[src/hw/ddsl_consts.vh]
// constants for the display driver serial loader
`ifndef DDSL_CONSTS_VH
`define DDSL_CONSTS_VH
// zero bits clocked out after reset, well above the 36 needed
`define DDSL_PWRUP_BITS 8'h40
// multiplexed-driver initialisation transfer length
`define DDSL_MUX_INIT_BITS 8'h2C
// flush: 35 zeros plus one start bit
`define DDSL_FLUSH_BITS 8'h24
// universal update: 32 data, 3 zeros, 1 start bit
`define DDSL_FRAME_BITS 8'h24
// multiplexed-only update: 32 data, special nibble, control nibble
`define DDSL_MUX_FRAME_BITS 8'h28
// shift vector width, long enough for the longest transfer
`define DDSL_VEC_BITS 44
// digit bytes per update
`define DDSL_DIGITS 3'h4
// fifo shape
`define DDSL_FIFO_WIDTH 8
`define DDSL_FIFO_DEPTH 8
`define DDSL_FIFO_AW 3
`endif

[src/hw/ddsl_loader.v]
// serial loader for static and multiplexed display driver chips
`timescale 1ns/1ps
`include "ddsl_consts.vh"
module ddsl_loader #(
  parameter [7:0] PWRUP_BITS = `DDSL_PWRUP_BITS,
  parameter FIFO_DEPTH = `DDSL_FIFO_DEPTH,
  parameter FIFO_AW = `DDSL_FIFO_AW
) (
  input wire clk_sys_i,
  input wire rst_n_i,
  input wire shift_rate_clk_i,
  input wire [7:0] digit_data_i,
  input wire digit_valid_i,
  output wire digit_ready_o,
  input wire [3:0] special_seg_i,
  input wire [3:0] control_code_i,
  input wire frame_mode_i,
  output wire serial_shift_clock_o,
  output wire serial_data_o,
  output wire data_enable_line_n_o,
  output wire mux_select_n_o,
  output wire busy_o,
  output wire init_done_o
);
  localparam [3:0] ST_PWR = 4'h1;
  localparam [3:0] ST_IDLE = 4'h2;
  localparam [3:0] ST_SEND = 4'h4;
  localparam [3:0] ST_GAP = 4'h8;
  localparam [1:0] STEP_MUX_INIT = 2'h0;
  localparam [1:0] STEP_FLUSH = 2'h1;
  localparam [1:0] STEP_DONE = 2'h2;
  localparam VB = `DDSL_VEC_BITS;

  reg [3:0] state;
  reg [1:0] init_step;
  reg rate_s1;
  reg rate_s2;
  reg rate_q;
  reg gate;
  reg sdata;
  reg enable_n;
  reg mux_sel_n;
  reg [7:0] bit_cnt;
  reg [VB-1:0] shifter;
  reg [31:0] frame_bytes;
  reg [2:0] byte_cnt;
  reg frame_is_update;
  reg [VB-1:0] next_vec;
  reg [7:0] next_len;
  reg next_static_sel;
  wire fall;
  wire have_frame;
  wire start_ok;
  wire pop;
  wire [7:0] fifo_data;
  wire fifo_valid;
  wire [31:0] ser_data;

  ddsl_fifo #(
    .WIDTH(`DDSL_FIFO_WIDTH),
    .DEPTH(FIFO_DEPTH),
    .AW(FIFO_AW)
  ) u_fifo (
    .clk_sys_i(clk_sys_i),
    .rst_n_i(rst_n_i),
    .in_data_i(digit_data_i),
    .in_valid_i(digit_valid_i),
    .in_ready_o(digit_ready_o),
    .out_data_o(fifo_data),
    .out_valid_o(fifo_valid),
    .out_ready_i(pop)
  );

  // byte 0 leads; within a byte the low nibble leads, each nibble msb first
  genvar g;
  generate
    for (g = 0; g < 4; g = g + 1) begin : g_order
      assign ser_data[31-8*g -: 8] = {frame_bytes[g*8+3 -: 4], frame_bytes[g*8+7 -: 4]};
    end
  endgenerate

  always @(posedge clk_sys_i or negedge rst_n_i) begin
    if (!rst_n_i) begin
      rate_s1 <= 1'b0;
      rate_s2 <= 1'b0;
      rate_q <= 1'b0;
    end else begin
      rate_s1 <= shift_rate_clk_i;
      rate_s2 <= rate_s1;
      rate_q <= rate_s2;
    end
  end

  // gate, data, enable and select change only on the falling edge of the rate clock
  assign fall = rate_q & ~rate_s2;
  assign have_frame = (byte_cnt == `DDSL_DIGITS);
  assign start_ok = (init_step != STEP_DONE) | have_frame;
  // fifo drains only while idle, so it backs up during a burst
  assign pop = (state == ST_IDLE) & (init_step == STEP_DONE) & ~have_frame & fifo_valid;

  always @* begin
    next_vec = {VB{1'b0}};
    next_len = `DDSL_FRAME_BITS;
    next_static_sel = 1'b1;
    case (init_step)
      STEP_MUX_INIT: begin
        // four trailing bits form a short block the mux drivers drop
        next_vec = {32'h0000_0000, special_seg_i, control_code_i, 4'h0};
        next_len = `DDSL_MUX_INIT_BITS;
      end
      STEP_FLUSH: begin
        next_vec = {35'h0_0000_0000, 1'b1, 8'h00};
        next_len = `DDSL_FLUSH_BITS;
      end
      default: begin
        if (frame_mode_i) begin
          next_vec = {ser_data, special_seg_i, control_code_i, 4'h0};
          next_len = `DDSL_MUX_FRAME_BITS;
          next_static_sel = 1'b0;
        end else begin
          // trailing start bit arms the static driver for the next frame
          next_vec = {ser_data, 3'h0, 1'b1, 8'h00};
          next_len = `DDSL_FRAME_BITS;
        end
      end
    endcase
  end

  always @(posedge clk_sys_i or negedge rst_n_i) begin
    if (!rst_n_i) begin
      state <= ST_PWR;
      init_step <= STEP_MUX_INIT;
      gate <= 1'b1;
      sdata <= 1'b0;
      enable_n <= 1'b0;
      mux_sel_n <= 1'b1;
      bit_cnt <= 8'h00;
      shifter <= {VB{1'b0}};
      frame_bytes <= 32'h0000_0000;
      byte_cnt <= 3'h0;
      frame_is_update <= 1'b0;
    end else begin
      if (pop) begin
        frame_bytes[byte_cnt*8 +: 8] <= fifo_data;
        byte_cnt <= byte_cnt + 3'h1;
      end
      case (state)
        ST_PWR: begin
          // clock free-running with data low clears the static drivers
          if (fall) begin
            if (bit_cnt == PWRUP_BITS - 8'h01) begin
              gate <= 1'b0;
              enable_n <= 1'b1;
              bit_cnt <= 8'h00;
              state <= ST_IDLE;
            end else begin
              bit_cnt <= bit_cnt + 8'h01;
            end
          end
        end
        ST_IDLE: begin
          if (fall && start_ok) begin
            // select falls with the first bit, half a period before its clock edge
            mux_sel_n <= 1'b0;
            enable_n <= ~next_static_sel;
            sdata <= next_vec[VB-1];
            shifter <= {next_vec[VB-2:0], 1'b0};
            bit_cnt <= next_len - 8'h01;
            gate <= 1'b1;
            frame_is_update <= (init_step == STEP_DONE);
          end
          if (fall && start_ok) begin
            state <= ST_SEND;
          end
        end
        ST_SEND: begin
          if (fall) begin
            if (bit_cnt == 8'h00) begin
              gate <= 1'b0;
              sdata <= 1'b0;
              state <= ST_GAP;
            end else begin
              sdata <= shifter[VB-1];
              shifter <= {shifter[VB-2:0], 1'b0};
              bit_cnt <= bit_cnt - 8'h01;
            end
          end
        end
        ST_GAP: begin
          if (fall) begin
            // deselect between writes so the next select edge resets the mux counters
            mux_sel_n <= 1'b1;
            enable_n <= 1'b1;
            if (frame_is_update) begin
              byte_cnt <= 3'h0;
            end
            if (init_step == STEP_MUX_INIT) begin
              init_step <= STEP_FLUSH;
            end else if (init_step == STEP_FLUSH) begin
              init_step <= STEP_DONE;
            end
            state <= ST_IDLE;
          end
        end
        default: begin
          state <= ST_IDLE;
        end
      endcase
    end
  end

  // gate only moves while the rate clock is low, so no clock glitches
  assign serial_shift_clock_o = gate & rate_s2;
  assign serial_data_o = sdata;
  assign data_enable_line_n_o = enable_n;
  assign mux_select_n_o = mux_sel_n;
  assign busy_o = (state != ST_IDLE);
  assign init_done_o = (init_step == STEP_DONE);
endmodule

[src/hw/ddsl_fifo.v]
// synchronous fifo with valid/ready on both sides
`timescale 1ns/1ps
module ddsl_fifo #(
  parameter WIDTH = 8,
  parameter DEPTH = 8,
  parameter AW = 3
) (
  input wire clk_sys_i,
  input wire rst_n_i,
  input wire [WIDTH-1:0] in_data_i,
  input wire in_valid_i,
  output wire in_ready_o,
  output wire [WIDTH-1:0] out_data_o,
  output wire out_valid_o,
  input wire out_ready_i
);
  reg [WIDTH-1:0] mem [0:DEPTH-1];
  reg [AW-1:0] wr_ptr;
  reg [AW-1:0] rd_ptr;
  reg [AW:0] count;
  wire push;
  wire pop;

  assign in_ready_o = (count != DEPTH[AW:0]);
  assign out_valid_o = (count != {(AW+1){1'b0}});
  assign out_data_o = mem[rd_ptr];
  assign push = in_valid_i & in_ready_o;
  assign pop = out_valid_o & out_ready_i;

  always @(posedge clk_sys_i) begin
    if (push) begin
      mem[wr_ptr] <= in_data_i;
    end
  end

  always @(posedge clk_sys_i or negedge rst_n_i) begin
    if (!rst_n_i) begin
      wr_ptr <= {AW{1'b0}};
      rd_ptr <= {AW{1'b0}};
      count <= {(AW+1){1'b0}};
    end else begin
      if (push) begin
        wr_ptr <= (wr_ptr == DEPTH[AW-1:0] - 1'b1) ? {AW{1'b0}} : wr_ptr + 1'b1;
      end
      if (pop) begin
        rd_ptr <= (rd_ptr == DEPTH[AW-1:0] - 1'b1) ? {AW{1'b0}} : rd_ptr + 1'b1;
      end
      if (push && !pop) begin
        count <= count + 1'b1;
      end else if (pop && !push) begin
        count <= count - 1'b1;
      end
    end
  end
endmodule

[config.mk]
export PLATFORM = sky130hd
export DESIGN_NAME = ddsl_loader
export DESIGN_NICKNAME = d
export VERILOG_FILES = /design/src/hw/ddsl_loader.v /design/src/hw/ddsl_fifo.v
export VERILOG_INCLUDE_DIRS = /design/src /design/src/hw
export SDC_FILE = /design/constraint.sdc
export NUM_CORES = 1
export LEC_CHECK = 0
export BUFFER_PORTS_ARGS = -buffer_cell sky130_fd_sc_hd__buf_2
export CAP_MARGIN = 15
export CELL_PAD_IN_SITES_DETAIL_PLACEMENT = 1
export CELL_PAD_IN_SITES_GLOBAL_PLACEMENT = 1
export CORE_ASPECT_RATIO = 1.5
export CORE_MARGIN = 2
export CORE_UTILIZATION = 40
export CTS_BUF_LIST = sky130_fd_sc_hd__clkbuf_2
export DETAILED_ROUTE_END_ITERATION = 16
export PLACE_DENSITY = 0.71
export SKIP_CTS_REPAIR_TIMING = 1
export SLEW_MARGIN = 0
export SYNTH_ARGS = -nofsm -noshare
export SYNTH_HDL_FRONTEND = slang
export SYNTH_SLANG_ARGS = --single-unit
[constraint.sdc]
create_clock -name clk_sys_i -period 3.8 [get_ports clk_sys_i]
set_input_delay 0.57 -clock clk_sys_i [delete_from_list [all_inputs] [get_ports clk_sys_i]]
set_output_delay 0.57 -clock clk_sys_i [all_outputs]
set_load 0.005 [all_outputs]
==> results of run 1 <==
metrics by stage:
| step | instances | total power, mW | cell area [um2] | setup WS (ns) | hold WS (ns) |
|---|---|---|---|---|---|
| 6_report | 902 | 4.31 | 8380 | 0.362 | 0.0653 |
| 3_5_place_dp | 860 | 3.40 | 8040 | 0.383 | 0.340 |
| 5_1_grt | 902 | 4.60 | 8380 | 0.123 | 0.00698 |
| 3_3_place_gp | 860 | 3.33 | 8040 | 0.564 | 0.336 |
| 2_1_floorplan | 612 | 3.04 | 7640 | 0.625 | 0.274 |
| 4_1_cts | 892 | 4.37 | 8290 | 0.336 | -0.239 |
worst max-delay path, stage by stage (launching register included):
cell and delay [ns]:
dfrtp_1 0.54, inv_1 0.12, ha_1 0.25, ha_1 0.19, or3b_1 0.49, nor3_4 0.33
inv_2 0.13, ha_1 0.25, inv_1 0.13, ha_1 0.26, a21o_1 0.16, a21oi_1 0.17
xnor2_1 0.14, nor2_1 0.07, xor2_1 0.14
cell usage in the layout (no fill, tap or decap), types with 3 or more instances in the layout:
master,count
a21o_1,7
a21oi_1,48
a22oi_1,9
a31oi_1,4
and3_1,34
buf_2,26
buf_4,10
clkbuf_2,17
clkinv_8,3
dfrtp_1,103
dfstp_2,3
dlygate4sd3_1,9
edfxtp_1,64
ha_1,14
inv_1,11
inv_6,3
inv_8,6
mux2_2,44
mux2i_1,3
mux4_2,16
nand2_1,52
nand2b_1,4
nand3_1,11
nor2_1,21
nor2b_1,3
nor3_1,6
nor3_2,4
nor4_1,5
o21ai_0,54
o31ai_1,3
xnor2_1,8
routing by layer:
layer  share of wire, %  up-vias  GRT usage (%)
met2                 55       67           31.2
met1                 41     2541           21.2
met4                1.7        0           6.13
met3                2.3       21           3.50
li1                   -     2311              -
met5                  0        -              0
cell type report:
type	count	area, um2
antenna	1	2.50
clock inverter	15	165
tap	252	315
timing repair buffer	45	295
inverter	13	48.8
multi-input combinational	389	2890
fill	1998	10200
clock buffer	17	85.1
sequential	170	4580
registers in the layout, summed over array words and instances (netlist names):
name and flops:
u_fifo.count 4, u_fifo.mem 64, data_enable_line_n_o 1, rate_s1 1, init_step 2, rate_q 1
u_fifo.wr_ptr 3, byte_cnt 3, shifter 39, state 4, rate_s2 1, frame_is_update 1
gate 1, frame_bytes 32, mux_select_n_o 1, serial_data_o 1, bit_cnt 8, u_fifo.rd_ptr 3
final timing paths:
check / from / end / slack [ns] / cells after the start
min reg2reg: rate_s1$_DFF_PN0_ / rate_s2$_DFF_PN0_ / 0.38 / 0
max reg2reg: byte_cnt[0]$_DFF_PN0_ / u_fifo.count[3]$_DFFE_PN0P_ / 0.36 / 14
min in group asynchronous: rst_n_i / bit_cnt[2]$_DFFE_PN0P_ / 0.35 / 2
max in group asynchronous: rst_n_i / mux_select_n_o$_DFFE_PN1P_ / 2.53 / 3
min: digit_data_i[3] / u_fifo.mem[2][3]$_DFFE_PP_ / 0.07 / 1
max: byte_cnt[0]$_DFF_PN0_ / u_fifo.count[3]$_DFFE_PN0P_ / 0.36 / 14
power groups by stage:
stage	sequential [mW]	combinational, mW	clock [mW]
floorplan	2.30	0.743	0
global placement	2.39	0.941	0
detailed placement	2.41	0.985	0
CTS	2.38	0.987	1.00
global route	2.41	1.10	1.08
finish	2.37	0.970	0.965
kinds of logic (layout without fill, tap and decap cells):
family | count (synthesis) | after routing
flip-flops | 170 | 170
AO/OA/AOI/OAI | 142 | 142
AND/OR/NAND/NOR | 159 | 159
other | 0 | 1
XOR/XNOR | 10 | 10
buffers and inverters | 53 | 90
multiplexers | 63 | 63
adder cells (fa/ha/maj) | 15 | 15
==> results.sh, run 1 <==
export IMPL_status="finished, final reports clean"
export IMPL_grt_pass1_wl_um=27600
export IMPL_rsz0062_at_grt="no"
export IMPL_fin_crit_ns=3.44
export IMPL_grt_util_all_layers_pct=17.7
export IMPL_yosysMostFrequentCell="dfrtp_1"
export IMPL_place_congestion=0.775
export IMPL_setup_violations=0
export IMPL_die_area_um2=20200
export IMPL_critPathKind="reg2reg"
export IMPL_tns_ns=0
export IMPL_period_share_pct=90.5
export IMPL_grt_pass1_vias=5390
export IMPL_power_frac_comb_pct=22.5
export IMPL_synth_area_um2=7640
export IMPL_drv_slew=0
export IMPL_worstPathArrival_ns=4.11
export IMPL_hp_class="in2reg"
export IMPL_io_pin_count=28
export IMPL_cts_buffers=17
export IMPL_htree_num_levels=4
export IMPL_area_growth_pct=9.80
export IMPL_synth_mux_area_share_pct=11.6
export IMPL_clk_pin_slew_ns=0.27
export IMPL_endpoint_kind="flop"
export IMPL_finalHoldViolCount=0
export IMPL_drt_wl_total_um=16700
export IMPL_cp_required_ns=4.47
export IMPL_cts_tree="yes"
export IMPL_dr_total_vias=4940
export IMPL_yosys_area_share_simple_pct=11.1
export IMPL_ys_flop_type="dfrtp_1"
export IMPL_pwr_share_seq_pct=55.1
export IMPL_die_w_um=117
export IMPL_synth_top_family_by_area="multiplexers"
export IMPL_cap_violations=0
export IMPL_clk_path_buf_depth=2
export IMPL_insertion_delay_ns=0.76
export IMPL_cts_sinks=170
export IMPL_drtIter0Drc=259
export IMPL_nNetsFinal=672
export IMPL_start_kind="flop"
export IMPL_synth_distinct_cells=60
export IMPL_synthTopCellsByCount="dfrtp_1 (103), edfxtp_1 (64), o21ai_0 (54), nand2_1 (52), a21oi_1 (48)"
export IMPL_antenna_found_initial=1
export IMPL_remaining_drc_errors=0
export IMPL_ys_warn_count=0
export IMPL_fmax_ghz=0.291
export IMPL_power_density_nw_per_um2=514
export IMPL_gr_total_overflow=0
export IMPL_power_leakage_nw=3.54
export IMPL_drive_above_1_share_pct=22.7
export IMPL_viasPerCell=5.48
export IMPL_synth_seq_area_share_pct=60.0
export IMPL_crit_fanout=6
export IMPL_io_buffers=27
export IMPL_swShare_pct=35.9
export IMPL_wire_per_inst_um=18.5
export IMPL_placementRows=61
export IMPL_syn_num_nets=648
export IMPL_peakVddDrop_mv=0.302
export IMPL_synthCells=612
export IMPL_slew_headroom_pct=33.7
export IMPL_synth_adder_area_share_pct=2.56
export IMPL_skew_ns=0.0389
export IMPL_dp_hpwl_um=11200
export IMPL_ant_nets=0
export IMPL_synth_top_area_share_pct=33.8
export IMPL_synth_compound_area_share_pct=10.9
export IMPL_synth_edf_count=64
export IMPL_clockPowerShare_pct=22.4
export IMPL_grt_max_degree=78
export IMPL_drt_pass1_iterations=4
export IMPL_die_y_um=173
export IMPL_ys_async_sr_fraction_pct=62.4
export IMPL_yosysTopAreaCell="dfrtp_1"
export IMPL_final_core_util_pct=45.0
export IMPL_ctsRootBufferMaster="clkbuf_2"
export IMPL_synthTopCellsByArea="dfrtp_1 (34%), edfxtp_1 (25%), mux2_2 (6.5%)"
export IMPL_core_area_um2=18600
export IMPL_p_int_mw=2.76
export IMPL_synth_xor_area_share_pct=1.15
export IMPL_start_util_pct=41.0
export IMPL_synth_seq_cells=170
export IMPL_synth_area_per_cell_um2=12.5
export IMPL_worstMarginPinSlew_ns=0.991
export IMPL_switchingPower_mw=1.55
(Power assumes the default switching activity.)
==> run 2: changes to the inputs <==
- SYNTH_HIERARCHICAL: default -> 1
==> run 2 against run 1 <==
Flip-flop and latch count unchanged. Synthesized area increased by 4.0%. Critical path depth shrank 2. Final cell count is 8.2% higher. Fmax is 1.7% lower. Combinational power rose by 15%. Critical endpoint is now u_fifo/count[3]$_DFFE_PN0P_. Largest cell class unchanged.
==> results.sh, run 2 <==
export IMPL_status="finished, final reports clean"
export IMPL_synth_edf_count=64
export IMPL_min_path_cells=2
export IMPL_worst_r2r_setup_slack_ns=0.30
export IMPL_area_growth_pct=7.33
export IMPL_ant_nets=0
export IMPL_ys_async_sr_fraction_pct=62.4
export IMPL_die_w_um=119
export IMPL_gr_total_overflow=0
export IMPL_top_register="u_fifo/mem"
export IMPL_hp_class="in2reg"
export IMPL_skew_ns=0.0378
export IMPL_ctsRootBufferMaster="clkbuf_2"
export IMPL_clk_path_buf_depth=2
export IMPL_r2r_end="u_fifo/count[3]$_DFFE_PN0P_"
export IMPL_worstHoldStart="control_code_i[0]"
export IMPL_dr_total_vias=5356
export IMPL_power_density_nw_per_um2=513
export IMPL_largest_register_ffs=64
export IMPL_setup_violations=0
export IMPL_crit_family="simple AND/OR/NAND/NOR gates"
export IMPL_final_core_util_pct=43.4
export IMPL_worstMarginPinSlew_ns=1.05
export IMPL_fin_crit_ns=3.50
export IMPL_drv_slew=0
export IMPL_die_y_um=177
export IMPL_insertion_delay_ns=0.74
export IMPL_drt_wl_total_um=18100
export IMPL_htree_num_levels=4
export IMPL_start_kind="flop"
export IMPL_reg_largest_list="u_fifo/mem x64, shifter x39, frame_bytes x32"
export IMPL_slew_headroom_pct=30.3
export IMPL_synth_seq_area_share_pct=57.6
export IMPL_grt_max_degree=78
export IMPL_r2r_start="byte_cnt[1]$_DFF_PN0_"
export IMPL_synthCells=684
export IMPL_fill_cells=2120
export IMPL_worstPathArrival_ns=4.15
export IMPL_rr_worst_depth=12
export IMPL_path_common_cell="ha_1"
export IMPL_drtIter0Drc=265
export IMPL_worst_path_largest_cell_delay_ns=0.54
export IMPL_fin_hold_ws_ns=0.0778
export IMPL_die_area_um2=21000
export IMPL_seq_area_um2=4580
export IMPL_cts_sinks=170
export IMPL_crit_slowest_cell="or3b_2"
export IMPL_start_util_pct=40.5
export IMPL_cts_buffers=17
export IMPL_synthTopCellsByCount="dfrtp_1 (103), nand2_1 (99), o21ai_0 (75), edfxtp_1 (64), a21oi_1 (45)"
export IMPL_crit_fanout=6
export IMPL_grt_pass1_wl_um=30300
export IMPL_synth_area_um2=7940
export IMPL_period_share_pct=92.0
export IMPL_dp_hpwl_um=12300
export IMPL_synthTopCellsByArea="dfrtp_1 (32%), edfxtp_1 (24%), o21ai_0 (4.7%)"
export IMPL_drt_pass1_iterations=4
export IMPL_remaining_drc_errors=0
export IMPL_syn_num_nets=723
export IMPL_grt_util_all_layers_pct=18.3
export IMPL_critPathKind="reg2reg"
export IMPL_synth_seq_cells=170
export IMPL_cp_depth=12
export IMPL_fmax_ghz=0.286
export IMPL_cts_tree="yes"
export IMPL_clk_pin_slew_ns=0.24
export IMPL_antenna_found_initial=1
export IMPL_wire_per_inst_um=18.5
export IMPL_critical_path_buf_inv_count=2
export IMPL_viasPerCell=5.49
export IMPL_multi_input_area_um2=3120
export IMPL_rsz0062_at_grt="no"
export IMPL_grt_pass1_vias=5857
export IMPL_whs_endpoint="shifter[5]$_DFFE_PN0P_"
export IMPL_synth_top_area_share_pct=32.5
export IMPL_place_congestion=0.827
export IMPL_core_area_um2=19600
export IMPL_cp_required_ns=4.45
export IMPL_synth_distinct_cells=71
export IMPL_finalHoldViolCount=0
export IMPL_synth_area_per_cell_um2=11.6
export IMPL_crit_path_cell_trace="inv_1 -> ha_1 -> ha_1 -> or3b_2 -> nor3_4 -> o41ai_2 -> ha_1 -> inv_1 -> ha_1 -> or4_1 -> o211ai_1 -> o211ai_1"
export IMPL_peakVddDrop_mv=0.287
export IMPL_io_buffers=27
export IMPL_ys_warn_count=6
export IMPL_placementRows=63
export IMPL_mostFrequentLayoutCell="dfrtp_1"
export IMPL_nNetsFinal=740
export IMPL_ys_flop_type="dfrtp_1"
export IMPL_yosysTopAreaCell="dfrtp_1"
export IMPL_cap_violations=0
export IMPL_final_cell_mix="dfrtp_1 (103), nand2_1 (99), o21ai_0 (75), edfxtp_1 (64), a21oi_1 (45)"
export IMPL_yosysMostFrequentCell="dfrtp_1"
export IMPL_drive_above_1_share_pct=16.2
export IMPL_power_leakage_nw=3.46
export IMPL_tns_ns=0
export IMPL_io_pin_count=28
export IMPL_endpoint_kind="flop"
==> run 2: logic make-up after synthesis <==
group / share of synthesized area [%]
fa+ha+maj: 2.93
simple gates: 14.7
compound gates: 12.0
mux: 8.85
xor+xnor: 0.662
flops: 57.6
buf+inv: 3.20
==> run 2: final cells by class <==
class                           count  share of cell area, %
Antenna cell                        2                 0.0587
Clock buffer                       19                   1.12
Clock inverter                     13                   1.12
Inverter                           11                  0.484
Multi-Input combinational cell    459                   36.6
Sequential cell                   170                   53.7
Tap cell                          260                   3.82
Timing Repair Buffer               42                   3.14
==> run 2: layer usage <==
metal / global-route usage, % / part of all wire, % / vias to the layer above
li1: - / - / 2535
met4: 6.60 / 2.0 / 0
met5: 0 / 0 / -
met2: 33.9 / 54 / 78
met1: 21.2 / 41 / 2717
met3: 3.23 / 2.6 / 26
==> run 2: how the worst max path moves through the flow <==
stage | startpoint | to | slack [ns]
after floorplan | byte_cnt[0]$_DFF_PN0_ | u_fifo/count[3]$_DFFE_PN0P_ | 0.38
after global routing | byte_cnt[1]$_DFF_PN0_ | u_fifo/count[3]$_DFFE_PN0P_ | 0.07
after global placement | byte_cnt[1]$_DFF_PN0_ | u_fifo/count[3]$_DFFE_PN0P_ | 0.51
after detailed placement | byte_cnt[1]$_DFF_PN0_ | u_fifo/count[3]$_DFFE_PN0P_ | 0.34
after CTS | byte_cnt[1]$_DFF_PN0_ | u_fifo/count[3]$_DFFE_PN0P_ | 0.28
final | byte_cnt[1]$_DFF_PN0_ | u_fifo/count[3]$_DFFE_PN0P_ | 0.30
==> run 2: where the power goes <==
part           total, mW  switching (mW)  internal [mW]
Clock              0.830           0.652          0.179
Combinational       1.12           0.665          0.458
Sequential          2.42           0.255           2.17
Total               4.37            1.57           2.80
==> run 2: per-stage QoR <==
step	setup slack, ns	power [mW]	cell area, um2	std cells
2_1_floorplan	0.385	3.21	7940	684
3_3_place_gp	0.505	3.49	8310	940
3_5_place_dp	0.335	3.59	8310	940
4_1_cts	0.281	4.43	8500	972
5_1_grt	0.0729	4.66	8520	976
6_report	0.303	4.37	8520	976
==> run 3: changes to the inputs <==
- RECOVER_POWER: default -> 25
- REMOVE_ABC_BUFFERS: default -> 1
==> run 3 against run 2 <==
Clock-buffer cell count decreased by 2. Non-clock buffer count increased by 10. Register-to-register slack about the same. First-iteration DRC count decreased by 9.1%. Cell area increased by 1.6%. The flow now finishes with violations (max-capacitance violations, max-slew violations). Largest power group unchanged. Clock skew decreased by 0.0045 ns. Final cell count increased by 1.0%.
==> results.sh, run 3 (synthesis gave the netlist of run 2 again) <==
export IMPL_core_area_um2=19600
export IMPL_fmax_ghz=0.285
export IMPL_failed_checks="max-capacitance violations, max-slew violations"
export IMPL_clk_path_buf_depth=2
export IMPL_insertion_delay_ns=0.78
export IMPL_cts_tree="yes"
export IMPL_slew_headroom_pct=-113
export IMPL_power_leakage_nw=3.51
export IMPL_worstMarginPinSlew_ns=3.20
export IMPL_rsz0062_at_grt="no"
export IMPL_htree_num_levels=4
export IMPL_placementRows=63
export IMPL_io_buffers=27
export IMPL_dr_total_vias=5357
export IMPL_multi_input_area_um2=3120
export IMPL_period_share_pct=92.4
export IMPL_seq_area_um2=4580
export IMPL_dp_slack_ns=0.296
export IMPL_reg_largest_list="u_fifo/mem x64, shifter x39, frame_bytes x32"
export IMPL_skew_ns=0.0333
export IMPL_cts_sinks=170
export IMPL_setup_ws_ns=0.289
export IMPL_nNetsFinal=750
export IMPL_fin_hold_ws_ns=0.0680
export IMPL_ant_nets=0
export IMPL_die_w_um=119
export IMPL_final_area_um2=8660
export IMPL_grt_max_degree=78
export IMPL_largest_register_ffs=64
export IMPL_final_cell_mix="dfrtp_1 (103), nand2_1 (99), o21ai_0 (75), edfxtp_1 (64), a21oi_1 (45)"
export IMPL_fin_crit_ns=3.51
export IMPL_setup_violations=0
export IMPL_viasPerCell=5.43
export IMPL_grt_util_met1_pct=20.0
export IMPL_hp_class="in2reg"
export IMPL_finalHoldViolCount=0
export IMPL_dp_hpwl_um=12100
export IMPL_drive_above_1_share_pct=15.2
export IMPL_start_kind="flop"
export IMPL_power_density_nw_per_um2=521
export IMPL_wire_per_inst_um=17.6
export IMPL_gr_total_overflow=0
export IMPL_crit_fanout=6
export IMPL_fill_cells=2111
export IMPL_io_pin_count=28
export IMPL_critPathKind="reg2reg"
export IMPL_die_area_um2=21000
export IMPL_top_usage_layer="met2"
export IMPL_power_total_mw=4.51
export IMPL_grt_use_met3_pct=3.33
export IMPL_remaining_drc_errors=0
export IMPL_drt_pass1_iterations=4
export IMPL_peakVddDrop_mv=0.305
export IMPL_antenna_found_initial=1
export IMPL_grt_pass1_vias=5780
export IMPL_cp_required_ns=4.49
export IMPL_worstPathArrival_ns=4.20
export IMPL_use_met2_pct=32.8
export IMPL_placedInstanceArea_um2=8300
export IMPL_ctsRootBufferMaster="clkbuf_2"
export IMPL_drt_wl_total_um=17400
export IMPL_r2r_start="byte_cnt[1]$_DFF_PN0_"
export IMPL_cts_buffers=17
export IMPL_drv_slew=59
export IMPL_die_y_um=177
export IMPL_grt_util_all_layers_pct=17.6
export IMPL_area_growth_pct=9.03
export IMPL_clk_pin_slew_ns=0.27
export IMPL_worstHoldStart="special_seg_i[3]"
export IMPL_top_register="u_fifo/mem"
export IMPL_cap_violations=1
export IMPL_drtIter0Drc=241
export IMPL_endpoint_kind="flop"
export IMPL_mostFrequentLayoutCell="dfrtp_1"
export IMPL_place_congestion=0.812
export IMPL_status="complete, but fails checks"
export IMPL_crit_path_start="byte_cnt[1]$_DFF_PN0_"
export IMPL_worst_r2r_setup_slack_ns=0.29
export IMPL_tns_ns=0
export IMPL_grt_pass1_wl_um=29400
export IMPL_start_util_pct=40.5
[run 3: cell types whose count changed in the layout (fill, tap and decap cells not counted), sizes merged]
cell,delta
buf,-8
inv,+6
clkinvlp,-2
dlygate4sd3,+9
clkinv,-2
clkbuf,+7
[run 3: metrics by stage]
| step | utilization (%) | std cells |
|---|---|---|
| after floorplan | - | 640 |
| after global placement | 42.3 | 941 |
| after detailed placement | 42.3 | 941 |
| after CTS | 43.6 | 973 |
| after global routing | 44.1 | 986 |
| final | 44.1 | 986 |
[run 3: path summary, 6_finish.rpt]
| kind | depth (start not counted) | endpoint |
|---|---|---|
| min in group asynchronous | 2 | bit_cnt[3]$_DFFE_PN0P_ |
| worst max-delay path | 12 | u_fifo/count[3]$_DFFE_PN0P_ |
| worst max register to register | 12 | u_fifo/count[3]$_DFFE_PN0P_ |
| max in group asynchronous | 2 | frame_bytes[12]$_DFFE_PN0P_ |
| worst min register to register | 0 | rate_s2$_DFF_PN0_ |
| worst min-delay path | 3 | shifter[12]$_DFFE_PN0P_ |
[run 3: final cells by class]
type                            instances  share of cell area (%)
Clock buffer                           17                   0.983
Timing Repair Buffer                   52                    3.92
Clock inverter                         15                    1.95
Antenna cell                            2                  0.0578
Multi-Input combinational cell        459                    36.0
Inverter                               11                   0.477
Sequential cell                       170                    52.9
Tap cell                              260                    3.76
[run 3: layer usage]
layer | routed length [um] | share of wire [%] | vias up
met3 | 397 | 2.3 | 21
met1 | 7210 | 42 | 2725
met5 | 0 | 0 | -
li1 | - | - | 2557
met2 | 9480 | 55 | 54
met4 | 274 | 1.6 | 0
[run 3: worst max-delay path, stage by stage, from the launching register on]
cell and delay [ns]:
dfrtp_1 0.51, inv_1 0.10, ha_1 0.21, ha_1 0.18, or3b_2 0.53, nor3_4 0.19
o41ai_2 0.17, ha_1 0.30, inv_1 0.16, ha_1 0.31, or4_1 0.54, o211ai_1 0.11
o211ai_1 0.12
[run 3: power breakdown]
group	internal, mW	switching, mW
registers	2.17	0.245
clock network	0.227	0.751
logic	0.461	0.661
